`src/pkg/fan_bind_pkg.sv`:
```
// Package with register map, field layouts and types for the fan bindings
// How it works
// - Shutoff threshold is field times eight
// - Filter bypassed disables the shutoff compare
// - Duty below threshold turns output 2 off
// - Bit 0 binds loop to zone 1
// - Bit 1 binds loop to zone 2
// - Bit 2 drives output 1 from loop
// - Bit 3 drives output 2 from loop
// - Bit 4 feeds table 1 zone 1
// - Bit 5 feeds table 2 zone 2
// - Bit 6 feeds table 3 zone 1
// - Bit 7 feeds table 4 zone 2
// - Hysteresis field in half-degree steps
// - Loop duty below minimum field only when output 2 cutoff zeroes it
// - Loop regulates hotter bound zone in band
// - Filter coefficient zero means filter bypassed
package fan_bind_pkg;
    localparam logic [7:0] ADDR_SHUTOFF = 8'h34;
    localparam logic [7:0] ADDR_BINDINGS = 8'h35;
    localparam logic [7:0] ADDR_MIN_HYST = 8'h36;

    localparam logic [7:0] RST_SHUTOFF = 8'h00;
    localparam logic [7:0] RST_BINDINGS = 8'h30;
    localparam logic [7:0] RST_MIN_HYST = 8'h00;

    localparam logic [7:0] SHUTOFF_WMASK = 8'hf8;
    localparam int CUTOFF_LSB = 3;
    localparam int CUTOFF_MSB = 7;
    localparam int HYST_LSB = 0;
    localparam int HYST_MSB = 3;
    localparam int MIN_LSB = 4;
    localparam int MIN_MSB = 7;

    localparam int BIT_LOOP_Z1 = 0;
    localparam int BIT_LOOP_Z2 = 1;
    localparam int BIT_OUT1_LOOP = 2;
    localparam int BIT_OUT2_LOOP = 3;
    localparam int BIT_TABLE1_Z1 = 4;
    localparam int BIT_TABLE2_Z2 = 5;
    localparam int BIT_TABLE3_Z1 = 6;
    localparam int BIT_TABLE4_Z2 = 7;

    // Duty is 9 bits, 256 counts = 100 %
    localparam int DUTY_W = 9;
    localparam logic [2:0] FILTER_BYPASS = 3'h0;
    localparam logic [8:0] DUTY_ZERO = 9'h000;

    typedef logic [7:0] temp_t;
    typedef logic [8:0] duty_t;

    typedef struct packed {
        temp_t zone1;
        temp_t zone2;
        temp_t zone3;
        temp_t zone4;
    } zone_temps_t;

    typedef struct packed {
        temp_t table1;
        temp_t table2;
        temp_t table3;
        temp_t table4;
    } table_temps_t;

    typedef struct packed {
        logic [7:0] addr;
        logic wr;
        logic rd;
        logic [7:0] wdata;
    } reg_req_t;
endpackage

```
`src/hdl/duty_select.sv`:
```
// Per-output duty source selection, minimum clamp and low-duty cutoff
`timescale 1ns/10ps
module duty_select (
    input wire logic use_loop,
    input wire fan_bind_pkg::duty_t loop_duty,
    input wire fan_bind_pkg::duty_t table_duty,
    input wire fan_bind_pkg::duty_t min_duty,
    input wire logic cutoff_en,
    input wire fan_bind_pkg::duty_t cutoff_level,
    output fan_bind_pkg::duty_t duty_out,
    output logic shut_off
);
    fan_bind_pkg::duty_t clamped;
    fan_bind_pkg::duty_t request;

    assign clamped = (loop_duty < min_duty) ? min_duty : loop_duty;
    assign request = use_loop ? clamped : table_duty;

    assign shut_off = cutoff_en && (request < cutoff_level);
    assign duty_out = shut_off ? fan_bind_pkg::DUTY_ZERO : request;
endmodule

```
`src/hdl/fan_bind_regs.sv`:
```
// Fan control binding, cutoff and loop limit registers with routing logic
`timescale 1ns/10ps
module fan_bind_regs (
    input wire logic clk_sys,
    input wire logic rst_n,
    input wire fan_bind_pkg::reg_req_t reg_req,
    output logic [7:0] reg_rdata,
    output logic reg_ack,
    input wire logic [2:0] out2_filter_coeff,
    input wire fan_bind_pkg::zone_temps_t zone_temps,
    input wire fan_bind_pkg::temp_t loop_target,
    input wire fan_bind_pkg::duty_t loop_duty,
    input wire fan_bind_pkg::duty_t table1_duty,
    input wire fan_bind_pkg::duty_t table2_duty,
    output fan_bind_pkg::table_temps_t table_temps,
    output fan_bind_pkg::duty_t out1_duty,
    output fan_bind_pkg::duty_t out2_duty,
    output logic out2_cut_active,
    output logic loop_uses_zone1,
    output logic loop_uses_zone2,
    output fan_bind_pkg::temp_t loop_hot_temp,
    output logic loop_above_target,
    output logic loop_below_band,
    output logic [3:0] loop_hysteresis,
    output fan_bind_pkg::duty_t loop_min_duty
);
    logic [7:0] shutoff_reg;
    logic [7:0] bindings_reg;
    logic [7:0] min_hyst_reg;
    logic [4:0] out2_low_duty_cutoff;
    fan_bind_pkg::duty_t cutoff_level;
    fan_bind_pkg::duty_t min_duty;
    fan_bind_pkg::duty_t out1_next;
    fan_bind_pkg::duty_t out2_next;
    logic out2_cut_next;
    logic cutoff_en;
    fan_bind_pkg::temp_t hot_next;
    logic [8:0] hot_half;
    logic [8:0] target_half;
    logic [9:0] band_floor_half;
    logic [7:0] rdata_next;

    function automatic logic is_addr(input logic [7:0] a, input logic [7:0] b);
        return a == b;
    endfunction

    function automatic fan_bind_pkg::temp_t pick(input logic sel,
        input fan_bind_pkg::temp_t a, input fan_bind_pkg::temp_t b);
        return sel ? a : b;
    endfunction

    function automatic logic signed_gt(input fan_bind_pkg::temp_t a,
        input fan_bind_pkg::temp_t b);
        return $signed(a) > $signed(b);
    endfunction

    ////////////////////////////////////////////////////////////////////////
    // Register writes

    always_ff @(posedge clk_sys) begin
        if (!rst_n) begin
            shutoff_reg <= fan_bind_pkg::RST_SHUTOFF;
        end else if (reg_req.wr &&
                     is_addr(reg_req.addr, fan_bind_pkg::ADDR_SHUTOFF)) begin
            shutoff_reg <= reg_req.wdata & fan_bind_pkg::SHUTOFF_WMASK;
        end
    end

    always_ff @(posedge clk_sys) begin
        if (!rst_n) begin
            bindings_reg <= fan_bind_pkg::RST_BINDINGS;
        end else if (reg_req.wr &&
                     is_addr(reg_req.addr, fan_bind_pkg::ADDR_BINDINGS)) begin
            bindings_reg <= reg_req.wdata;
        end
    end

    always_ff @(posedge clk_sys) begin
        if (!rst_n) begin
            min_hyst_reg <= fan_bind_pkg::RST_MIN_HYST;
        end else if (reg_req.wr &&
                     is_addr(reg_req.addr, fan_bind_pkg::ADDR_MIN_HYST)) begin
            min_hyst_reg <= reg_req.wdata;
        end
    end

    ////////////////////////////////////////////////////////////////////////
    // Register reads, one cycle after the strobe

    always_comb begin
        rdata_next = 8'h00;
        if (is_addr(reg_req.addr, fan_bind_pkg::ADDR_SHUTOFF)) begin
            rdata_next = shutoff_reg;
        end else if (is_addr(reg_req.addr, fan_bind_pkg::ADDR_BINDINGS)) begin
            rdata_next = bindings_reg;
        end else if (is_addr(reg_req.addr, fan_bind_pkg::ADDR_MIN_HYST)) begin
            rdata_next = min_hyst_reg;
        end
    end

    always_ff @(posedge clk_sys) begin
        if (!rst_n) begin
            reg_rdata <= 8'h00;
            reg_ack <= 1'b0;
        end else begin
            reg_ack <= reg_req.rd || reg_req.wr;
            if (reg_req.rd) begin
                reg_rdata <= rdata_next;
            end
        end
    end

    ////////////////////////////////////////////////////////////////////////
    // Field decode

    assign out2_low_duty_cutoff =
        shutoff_reg[fan_bind_pkg::CUTOFF_MSB:fan_bind_pkg::CUTOFF_LSB];
    assign cutoff_level = {1'b0, out2_low_duty_cutoff, 3'h0};
    assign cutoff_en = out2_filter_coeff != fan_bind_pkg::FILTER_BYPASS;
    assign min_duty = {1'b0,
        min_hyst_reg[fan_bind_pkg::MIN_MSB:fan_bind_pkg::MIN_LSB], 4'h0};

    ////////////////////////////////////////////////////////////////////////
    // Output duty paths

    duty_select u_out1 (
        .use_loop(bindings_reg[fan_bind_pkg::BIT_OUT1_LOOP]),
        .loop_duty(loop_duty),
        .table_duty(table1_duty),
        .min_duty(min_duty),
        .cutoff_en(1'b0),
        .cutoff_level(fan_bind_pkg::DUTY_ZERO),
        .duty_out(out1_next),
        .shut_off()
    );

    duty_select u_out2 (
        .use_loop(bindings_reg[fan_bind_pkg::BIT_OUT2_LOOP]),
        .loop_duty(loop_duty),
        .table_duty(table2_duty),
        .min_duty(min_duty),
        .cutoff_en(cutoff_en),
        .cutoff_level(cutoff_level),
        .duty_out(out2_next),
        .shut_off(out2_cut_next)
    );

    always_ff @(posedge clk_sys) begin
        if (!rst_n) begin
            out1_duty <= fan_bind_pkg::DUTY_ZERO;
            out2_duty <= fan_bind_pkg::DUTY_ZERO;
            out2_cut_active <= 1'b0;
        end else begin
            out1_duty <= out1_next;
            out2_duty <= out2_next;
            out2_cut_active <= out2_cut_next;
        end
    end

    ////////////////////////////////////////////////////////////////////////
    // Table temperature sources

    always_ff @(posedge clk_sys) begin
        if (!rst_n) begin
            table_temps <= '0;
        end else begin
            table_temps.table1 <=
                pick(bindings_reg[fan_bind_pkg::BIT_TABLE1_Z1],
                     zone_temps.zone1, zone_temps.zone3);
            table_temps.table2 <=
                pick(bindings_reg[fan_bind_pkg::BIT_TABLE2_Z2],
                     zone_temps.zone2, zone_temps.zone4);
            table_temps.table3 <=
                pick(bindings_reg[fan_bind_pkg::BIT_TABLE3_Z1],
                     zone_temps.zone1, zone_temps.zone3);
            table_temps.table4 <=
                pick(bindings_reg[fan_bind_pkg::BIT_TABLE4_Z2],
                     zone_temps.zone2, zone_temps.zone4);
        end
    end

    ////////////////////////////////////////////////////////////////////////
    // Loop zone binding and regulation band

    always_comb begin
        hot_next = zone_temps.zone1;
        unique case (bindings_reg[fan_bind_pkg::BIT_LOOP_Z2:
                                  fan_bind_pkg::BIT_LOOP_Z1])
            2'b00: hot_next = loop_target;
            2'b01: hot_next = zone_temps.zone1;
            2'b10: hot_next = zone_temps.zone2;
            2'b11: hot_next = signed_gt(zone_temps.zone2, zone_temps.zone1)
                              ? zone_temps.zone2 : zone_temps.zone1;
        endcase
    end

    // Half-degree units, zero appended below so the sign stays in bit 8
    assign hot_half = {loop_hot_temp, 1'b0};
    assign target_half = {loop_target, 1'b0};
    // Half-degree hysteresis
    // Extra bit keeps very low targets from wrapping positive
    assign band_floor_half = {target_half[8], target_half} -
        {6'h00, loop_hysteresis};

    always_ff @(posedge clk_sys) begin
        if (!rst_n) begin
            loop_uses_zone1 <= 1'b0;
            loop_uses_zone2 <= 1'b0;
            loop_hot_temp <= 8'h00;
            loop_hysteresis <= 4'h0;
            loop_min_duty <= fan_bind_pkg::DUTY_ZERO;
        end else begin
            loop_uses_zone1 <= bindings_reg[fan_bind_pkg::BIT_LOOP_Z1];
            loop_uses_zone2 <= bindings_reg[fan_bind_pkg::BIT_LOOP_Z2];
            loop_hot_temp <= hot_next;
            loop_hysteresis <=
                min_hyst_reg[fan_bind_pkg::HYST_MSB:fan_bind_pkg::HYST_LSB];
            loop_min_duty <= min_duty;
        end
    end

    always_ff @(posedge clk_sys) begin
        if (!rst_n) begin
            loop_above_target <= 1'b0;
            loop_below_band <= 1'b0;
        end else begin
            loop_above_target <= $signed(hot_half) > $signed(target_half);
            loop_below_band <=
                $signed({hot_half[8], hot_half}) < $signed(band_floor_half);
        end
    end
endmodule

```
`config.mk`:
```
export PLATFORM = sky130hd
export DESIGN_NAME = fan_bind_regs
export DESIGN_NICKNAME = d
export VERILOG_FILES = /design/src/pkg/fan_bind_pkg.sv /design/src/hdl/duty_select.sv /design/src/hdl/fan_bind_regs.sv
export SDC_FILE = /design/constraint.sdc
export NUM_CORES = 1
export LEC_CHECK = 0
export BUFFER_PORTS_ARGS = -buffer_cell sky130_fd_sc_hd__buf_4
export CAP_MARGIN = 25
export CORE_MARGIN = 2
export CORE_UTILIZATION = 50
export CTS_CLUSTER_SIZE = 28
export DETAILED_ROUTE_END_ITERATION = 10
export GPL_TIMING_DRIVEN = 0
export PLACE_DENSITY = 0.8
export SLEW_MARGIN = 10
export SYNTH_ARGS = -nofsm -noshare
export SYNTH_HDL_FRONTEND = slang
export SYNTH_SLANG_ARGS = --single-unit
```
`constraint.sdc`:
```
create_clock -name clk_sys -period 4.1 [get_ports clk_sys]
set_input_delay 0.82 -clock clk_sys [delete_from_list [all_inputs] [get_ports clk_sys]]
set_output_delay 0.82 -clock clk_sys [all_outputs]
set_load 0.005 [all_outputs]
```
# ---- Word-level counts from Yosys, hierarchy flattened
# Index checks and enable logic that the tools add are counted.
dict set report classes {
  bitwise_logic 1
  n_div 0
  reduce_logical 8
  eq_ne 6
  n_shift 0
  muxes 12
  add_sub_neg 1
  n_mul 0
  order_cmp 5
}
# cell n
set op_table {}
lappend op_table {{$mux W8} 8}
lappend op_table {{$pmux W8 S4} 1}
lappend op_table {{$mux W9} 3}
lappend op_table {{$eq A8 B6 Y1 const B} 3}
lappend op_table {{$lt A9 B8 Y1} 2}
lappend op_table {{$lt A9 B10 Y1} 1}
lappend op_table {{$sub A9 B5 Y10} 1}
lappend op_table {{$gt A9 B9 Y1} 1}
lappend op_table {{$gt A8 B8 Y1} 1}
lappend op_table {{$eq A2 B2 Y1 const B} 2}
lappend op_table {{$logic_and A1 B1 Y1} 4}
lappend op_table {{$reduce_bool A3 Y1} 1}
lappend op_table {{$eq A2 B1 Y1 const B} 1}
lappend op_table {{$logic_not A2 Y1} 1}
lappend op_table {{$reduce_or A2 Y1} 1}
lappend op_table {{$logic_or A1 B1 Y1} 1}
lappend op_table {{$not A1 Y1} 1}
dict set report totals {
  mem_bits_ro 0
  in_bits 90
  latch_bits 0
  mem_bits_rw 0
  register_bits 106
  wordCells 53
  mem_count 0
  out_inout_bits 85
}

# ---- Depth between registers and ports, before layout
dict set report logic_depth {
  word_depth 6
  ltp_mapped 12
  depth_no_buf 12
}

# ---- Hierarchy
# Synthesis repeated with hierarchy kept, for this count alone.
dict set report hier_totals {
  cells_unflattened 669
  hier_area_um2 6174.7
}
# mod seq_area_each_um2 n_inst area_per_inst_um2 cells_each
set by_module_without_submodules {}
lappend by_module_without_submodules {fan_bind_regs 2021.9 1 4519.3 446}
lappend by_module_without_submodules {{duty_select at u_out1} 0.0 1 933.4 117}
lappend by_module_without_submodules {{duty_select at u_out2} 0.0 1 721.9 106}

# ---- Worst setup path after synthesis
# OpenSTA, ideal clock, no wires.
dict set report synth_timing {
  kind {input to register}
  from {input loop_duty[5]}
  to {register out2_duty[0]}
  n_path_buf 0
  arrival_ps 3151
  path_stages 11
  slack_ps 816
  setup_time_ps 133
  t_required_ps 3967
  cell_sequence {ha_1 > a211oi_1 > o21ai_1 > a31oi_1 > nand2_1 > ha_1 > a21o_1 > a21o_1 > a211o_1 > a22oi_2 > a21oi_1}
}
dict set report synth_via {
  elab_chain_cells 6
}
# element line
set synth_rtl {}
lappend synth_rtl {{from (decl)} fan_bind_regs.sv:12} ;# input wire fan_bind_pkg::duty_t loop_duty,
lappend synth_rtl {{$lt A9 B8 Y1} duty_select.sv:16} ;# assign clamped = (loop_duty < min_duty) ? min_duty : loop_duty;
lappend synth_rtl {{$mux W9 (*)} duty_select.sv:16}
lappend synth_rtl {{$mux W9 (*)} duty_select.sv:17} ;# assign request = use_loop ? clamped : table_duty;
lappend synth_rtl {{net u_out2.request[5]} duty_select.sv:14} ;# fan_bind_pkg::duty_t request;
lappend synth_rtl {{$lt A9 B8 Y1 (*)} duty_select.sv:19} ;# assign shut_off = cutoff_en && (request < cutoff_level);
lappend synth_rtl {{$logic_and A1 B1 Y1 (*)} duty_select.sv:19}
lappend synth_rtl {{$reduce_or A2 Y1 (no line) (*)} --}
lappend synth_rtl {{to (signal assigned)} fan_bind_regs.sv:151} ;# out2_duty <= fan_bind_pkg::DUTY_ZERO;
lappend synth_rtl {{to (signal assigned)} fan_bind_regs.sv:155} ;# out2_duty <= out2_next;
lappend synth_rtl {{to (decl)} fan_bind_regs.sv:17} ;# output fan_bind_pkg::duty_t out2_duty,
# The timed path passes the listed nets; every way through them passes the cells marked *.
# A chain may end at the register's enable or synchronous reset.

# ---- Final worst setup path
dict set report layout_timing {
  from {input loop_duty[5]}
  to {register out2_duty[4]}
}
# Same word-level chain as after synthesis.

==> flow_summary_export.csv <==
group,metric,value,unit
outcome,status,"finished clean",
route,drc,0,
timing,worst_pin_slew,0.659,ns
timing,timing.final.crit_share,0.840,
setup_path,cp-end-kind,"flip-flop",
synthesis,synth-seq-cells,101,
clocking,clock_latency,0.36,ns
global_routing,grt_overflow_total,0,
synthesis,seq_area_frac_synth,0.416,
cells_and_area,largest_register_ffs,32,
cells_and_area,reg_top3,"table_temps x32, out1_duty x9, out2_duty x9",
setup_path,crit_chain,"buf_4 > ha_1 > a211oi_1 > o21ai_1 > a31oi_1 > nand2_1 > ha_1 > a21o_1 > a21o_1 > a211o_1 > a22oi_2 > a21oi_1",
clocking,clkTransAtPathRegs,0.10,ns
setup_path,crit_family,"compound AO/OA/AOI/OAI gates",
timing,maxSlewHeadroom,0.561,
synthesis,synth_largest_area_cell,"dfxtp_1",
placement,io_buffer_count,168,
pwr,power.switching,0.000522,W
placement,dp_hpwl,11.1,mm
clocking,clk_path_buf_depth,2,
timing,timing.hold.ws,0.481,ns
timing,finalCriticalPeriod,3.44,ns
setup_path,cp.arrival,3.68,ns
clocking,cts_resized,0,
placement,gp_congestion,0.898,
synthesis,synth.top_cell.area_share,0.416,
pwr,p_per_area,307,nW/um2
synthesis,synth-edff-count,0,
route,wl,14.1,mm
global_routing,antenna_found_initial,0,
setup_path,crit_buf_inv,1,
synthesis,synth-main-ff-cell,"dfxtp_1",
global_routing,grt_use_total,0.267,
pwr,vdd_drop_max,277,uV
floorplanning,start_util,0.521,
clocking,cts_hold_buf,0,
flow_run,drv_cap,0,
setup_path,crit_path_max_incr_delay,0.42,ns
floorplanning,core-area,9330,um2
timing,finalSetupTns,0,ns
floorplanning,ios,175,
timing,fin_skew,0.00995,ns
route,avgViaCountPerCell,5.36,
route,drt_pass1_iterations,5,
synthesis,async_reset_ff_frac,0,
timing,setup_viol,0,
cells_and_area,syn_to_final_growth,33.6,%
clocking,cts_tree,"built",
pwr,p_sw_frac,0.262,
synthesis,yosysMostFrequentCell,"dfxtp_1",
synthesis,syn_inst,539,
synthesis,synthTopCellsByCount,"101 x dfxtp_1, 67 x nor2_1, 60 x mux2i_1, 42 x nand2_1, 40 x a21oi_1",
setup_path,crit_fanout,8,
floorplanning,die_area,10500,um2
worst_hold_path,hp-class,"flip-flop to flip-flop",
synthesis,syn_area,4860,um2
cells_and_area,final_layout_size_suffix_gt1_frac,0.286,
floorplanning,die_x,103,um
timing,fmax,0.291,GHz
route,via_count,4590,
pwr,internal-power,0.00147,W
synthesis,synth_area_leaders,"dfxtp_1 42%, mux2i_1 12%, ha_1 8.8%",
route,ant_nets,0,
floorplanning,fp.dieH,103,um
synthesis,yosysWarningCount,0,
global_routing,grt_pass1_vias,4519,
setup_path,crit_required,4.34,ns
pwr,seq_power_share,0.516,
cells_and_area,top_register,"table_temps",
timing,slew_viol_final,0,
floorplanning,rows,35,
clocking,htree_levels,3,
setup_path,slowest_stage,"a22oi_2",
synthesis,syn_area_per_cell,9.02,um2
cells_and_area,fin_nets,846,
pwr,clkPwrFrac,0.324,
timing,rsz0062_at_grt,"no",
clocking,cts_sinks,101,
synthesis,ys_types,49,
route,routedWlPerCell,16.4,um
pwr,p_leak,3.11,nW
global_routing,grt_pass1_wl,21.9,mm
clocking,clock-root-buffer,"clkbuf_8",
pwr,share_comb_of_total_power,0.160,
clocking,numCtsBuffers,9,
global_routing,grt_max_degree,18,
timing,hold_violations,0,
route,initialDrtViolationCount,198,
setup_path,start_kind,"input port",
clocking,post-cts-setup-buffer-count,0,
setup_path,criticalPathCategory,"input port to flip-flop",
cells_and_area,diodes,0,
[logic make-up after synthesis]
| group | Yosys count | share of synthesized area |
|---|---|---|
| multiplexers | 60 | 0.124 |
| adder cells (fa/ha/maj) | 34 | 0.0875 |
| XOR/XNOR | 3 | 0.00541 |
| AO/OA/AOI/OAI | 103 | 0.140 |
| AND/OR/NAND/NOR | 177 | 0.174 |
| other | 1 | 0.000771 |
| buffers and inverters | 60 | 0.0533 |
| flip-flops | 101 | 0.416 |
[power groups by stage]
stage / sequential (W) / combinational [W] / clock [W]
floorplan: 0.00105 / 0.000132 / 0
global placement: 0.00105 / 0.000308 / 0
detailed placement: 0.00105 / 0.000317 / 0
CTS: 0.00103 / 0.000318 / 0.000649
global route: 0.00103 / 0.000351 / 0.000692
finish: 0.00103 / 0.000318 / 0.000645
[worst register-to-register path: stages, from the launching register on]
cell and delay, ns:
dfxtp_1 0.45, inv_1 0.11, ha_1 0.28, a211oi_1 0.32, o21ai_1 0.26, a31oi_1 0.29, nand2_1 0.10, ha_1 0.29
a21o_1 0.19, a21o_1 0.17, a211o_1 0.31, a22oi_2 0.42, a21oi_1 0.10
[metrics by stage]
step | worst slack, ns | std cells | util | total power [W] | instance area (um2)
2_1_floorplan | 0.816 | 543 | - | 0.00119 | 4880
3_3_place_gp | 0.334 | 840 | 0.675 | 0.00136 | 6300
3_5_place_dp | 0.318 | 840 | 0.675 | 0.00137 | 6300
4_1_cts | 0.705 | 856 | 0.696 | 0.00200 | 6490
5_1_grt | 0.486 | 856 | 0.696 | 0.00208 | 6490
6_report | 0.658 | 856 | 0.696 | 0.00199 | 6490
[per-layer routing]
layer | GRT usage | part of all wire | up-vias
met2 | 0.465 | 0.50 | 158
li1 | - | - | 2224
met4 | 0.0790 | 0.020 | 0
met5 | 0 | 0 | -
met1 | 0.342 | 0.43 | 2177
met3 | 0.0434 | 0.052 | 31
[placed cells by master (no fill, tap or decap), drive strengths merged, types with 3 or more instances in the layout]
master   synthesis  layout
ha              34      34
a2bb2oi          4       4
a22o             3       3
o221a            7       7
clkbuf          11      21
or2              3       3
nand4            3       3
conb             1       5
o21a             6       6
nand2b          12      12
a211oi           5       5
nand2           42      42
xnor2            3       3
nor2            67      67
buf             17     185
a31oi           10      10
and3             3       3
mux2i           60      60
nor2b            8       8
nor3             4       4
and2             7       7
inv             31      34
a21o             5       5
o21ai           14      14
nand3           21      21
dfxtp          101     101
a21oi           40      40
[path summary, 6_finish.rpt]
check	startpoint	endpoint	slack, ns	cells after the start
setup / recovery	loop_duty[5]	out2_duty[4]	0.66	12
hold / removal	reg_rdata[0]	reg_rdata[0]	0.48	2
setup reg to reg	min_hyst_reg[5]	out2_duty[4]	0.69	12
hold reg to reg	reg_rdata[0]	reg_rdata[0]	0.48	2
[cell type report]
| cell class | instances | area, um2 |
|---|---|---|
| timing repair buffer | 168 | 1260 |
| multi-input combinational | 382 | 2590 |
| inverter | 32 | 120 |
| clock inverter | 6 | 68.8 |
| clock buffer | 10 | 128 |
| fill | 770 | 2830 |
| sequential | 101 | 2020 |
| buffer | 28 | 139 |
| tap | 129 | 161 |
Note: power is estimated with default switching activity, not from simulation.
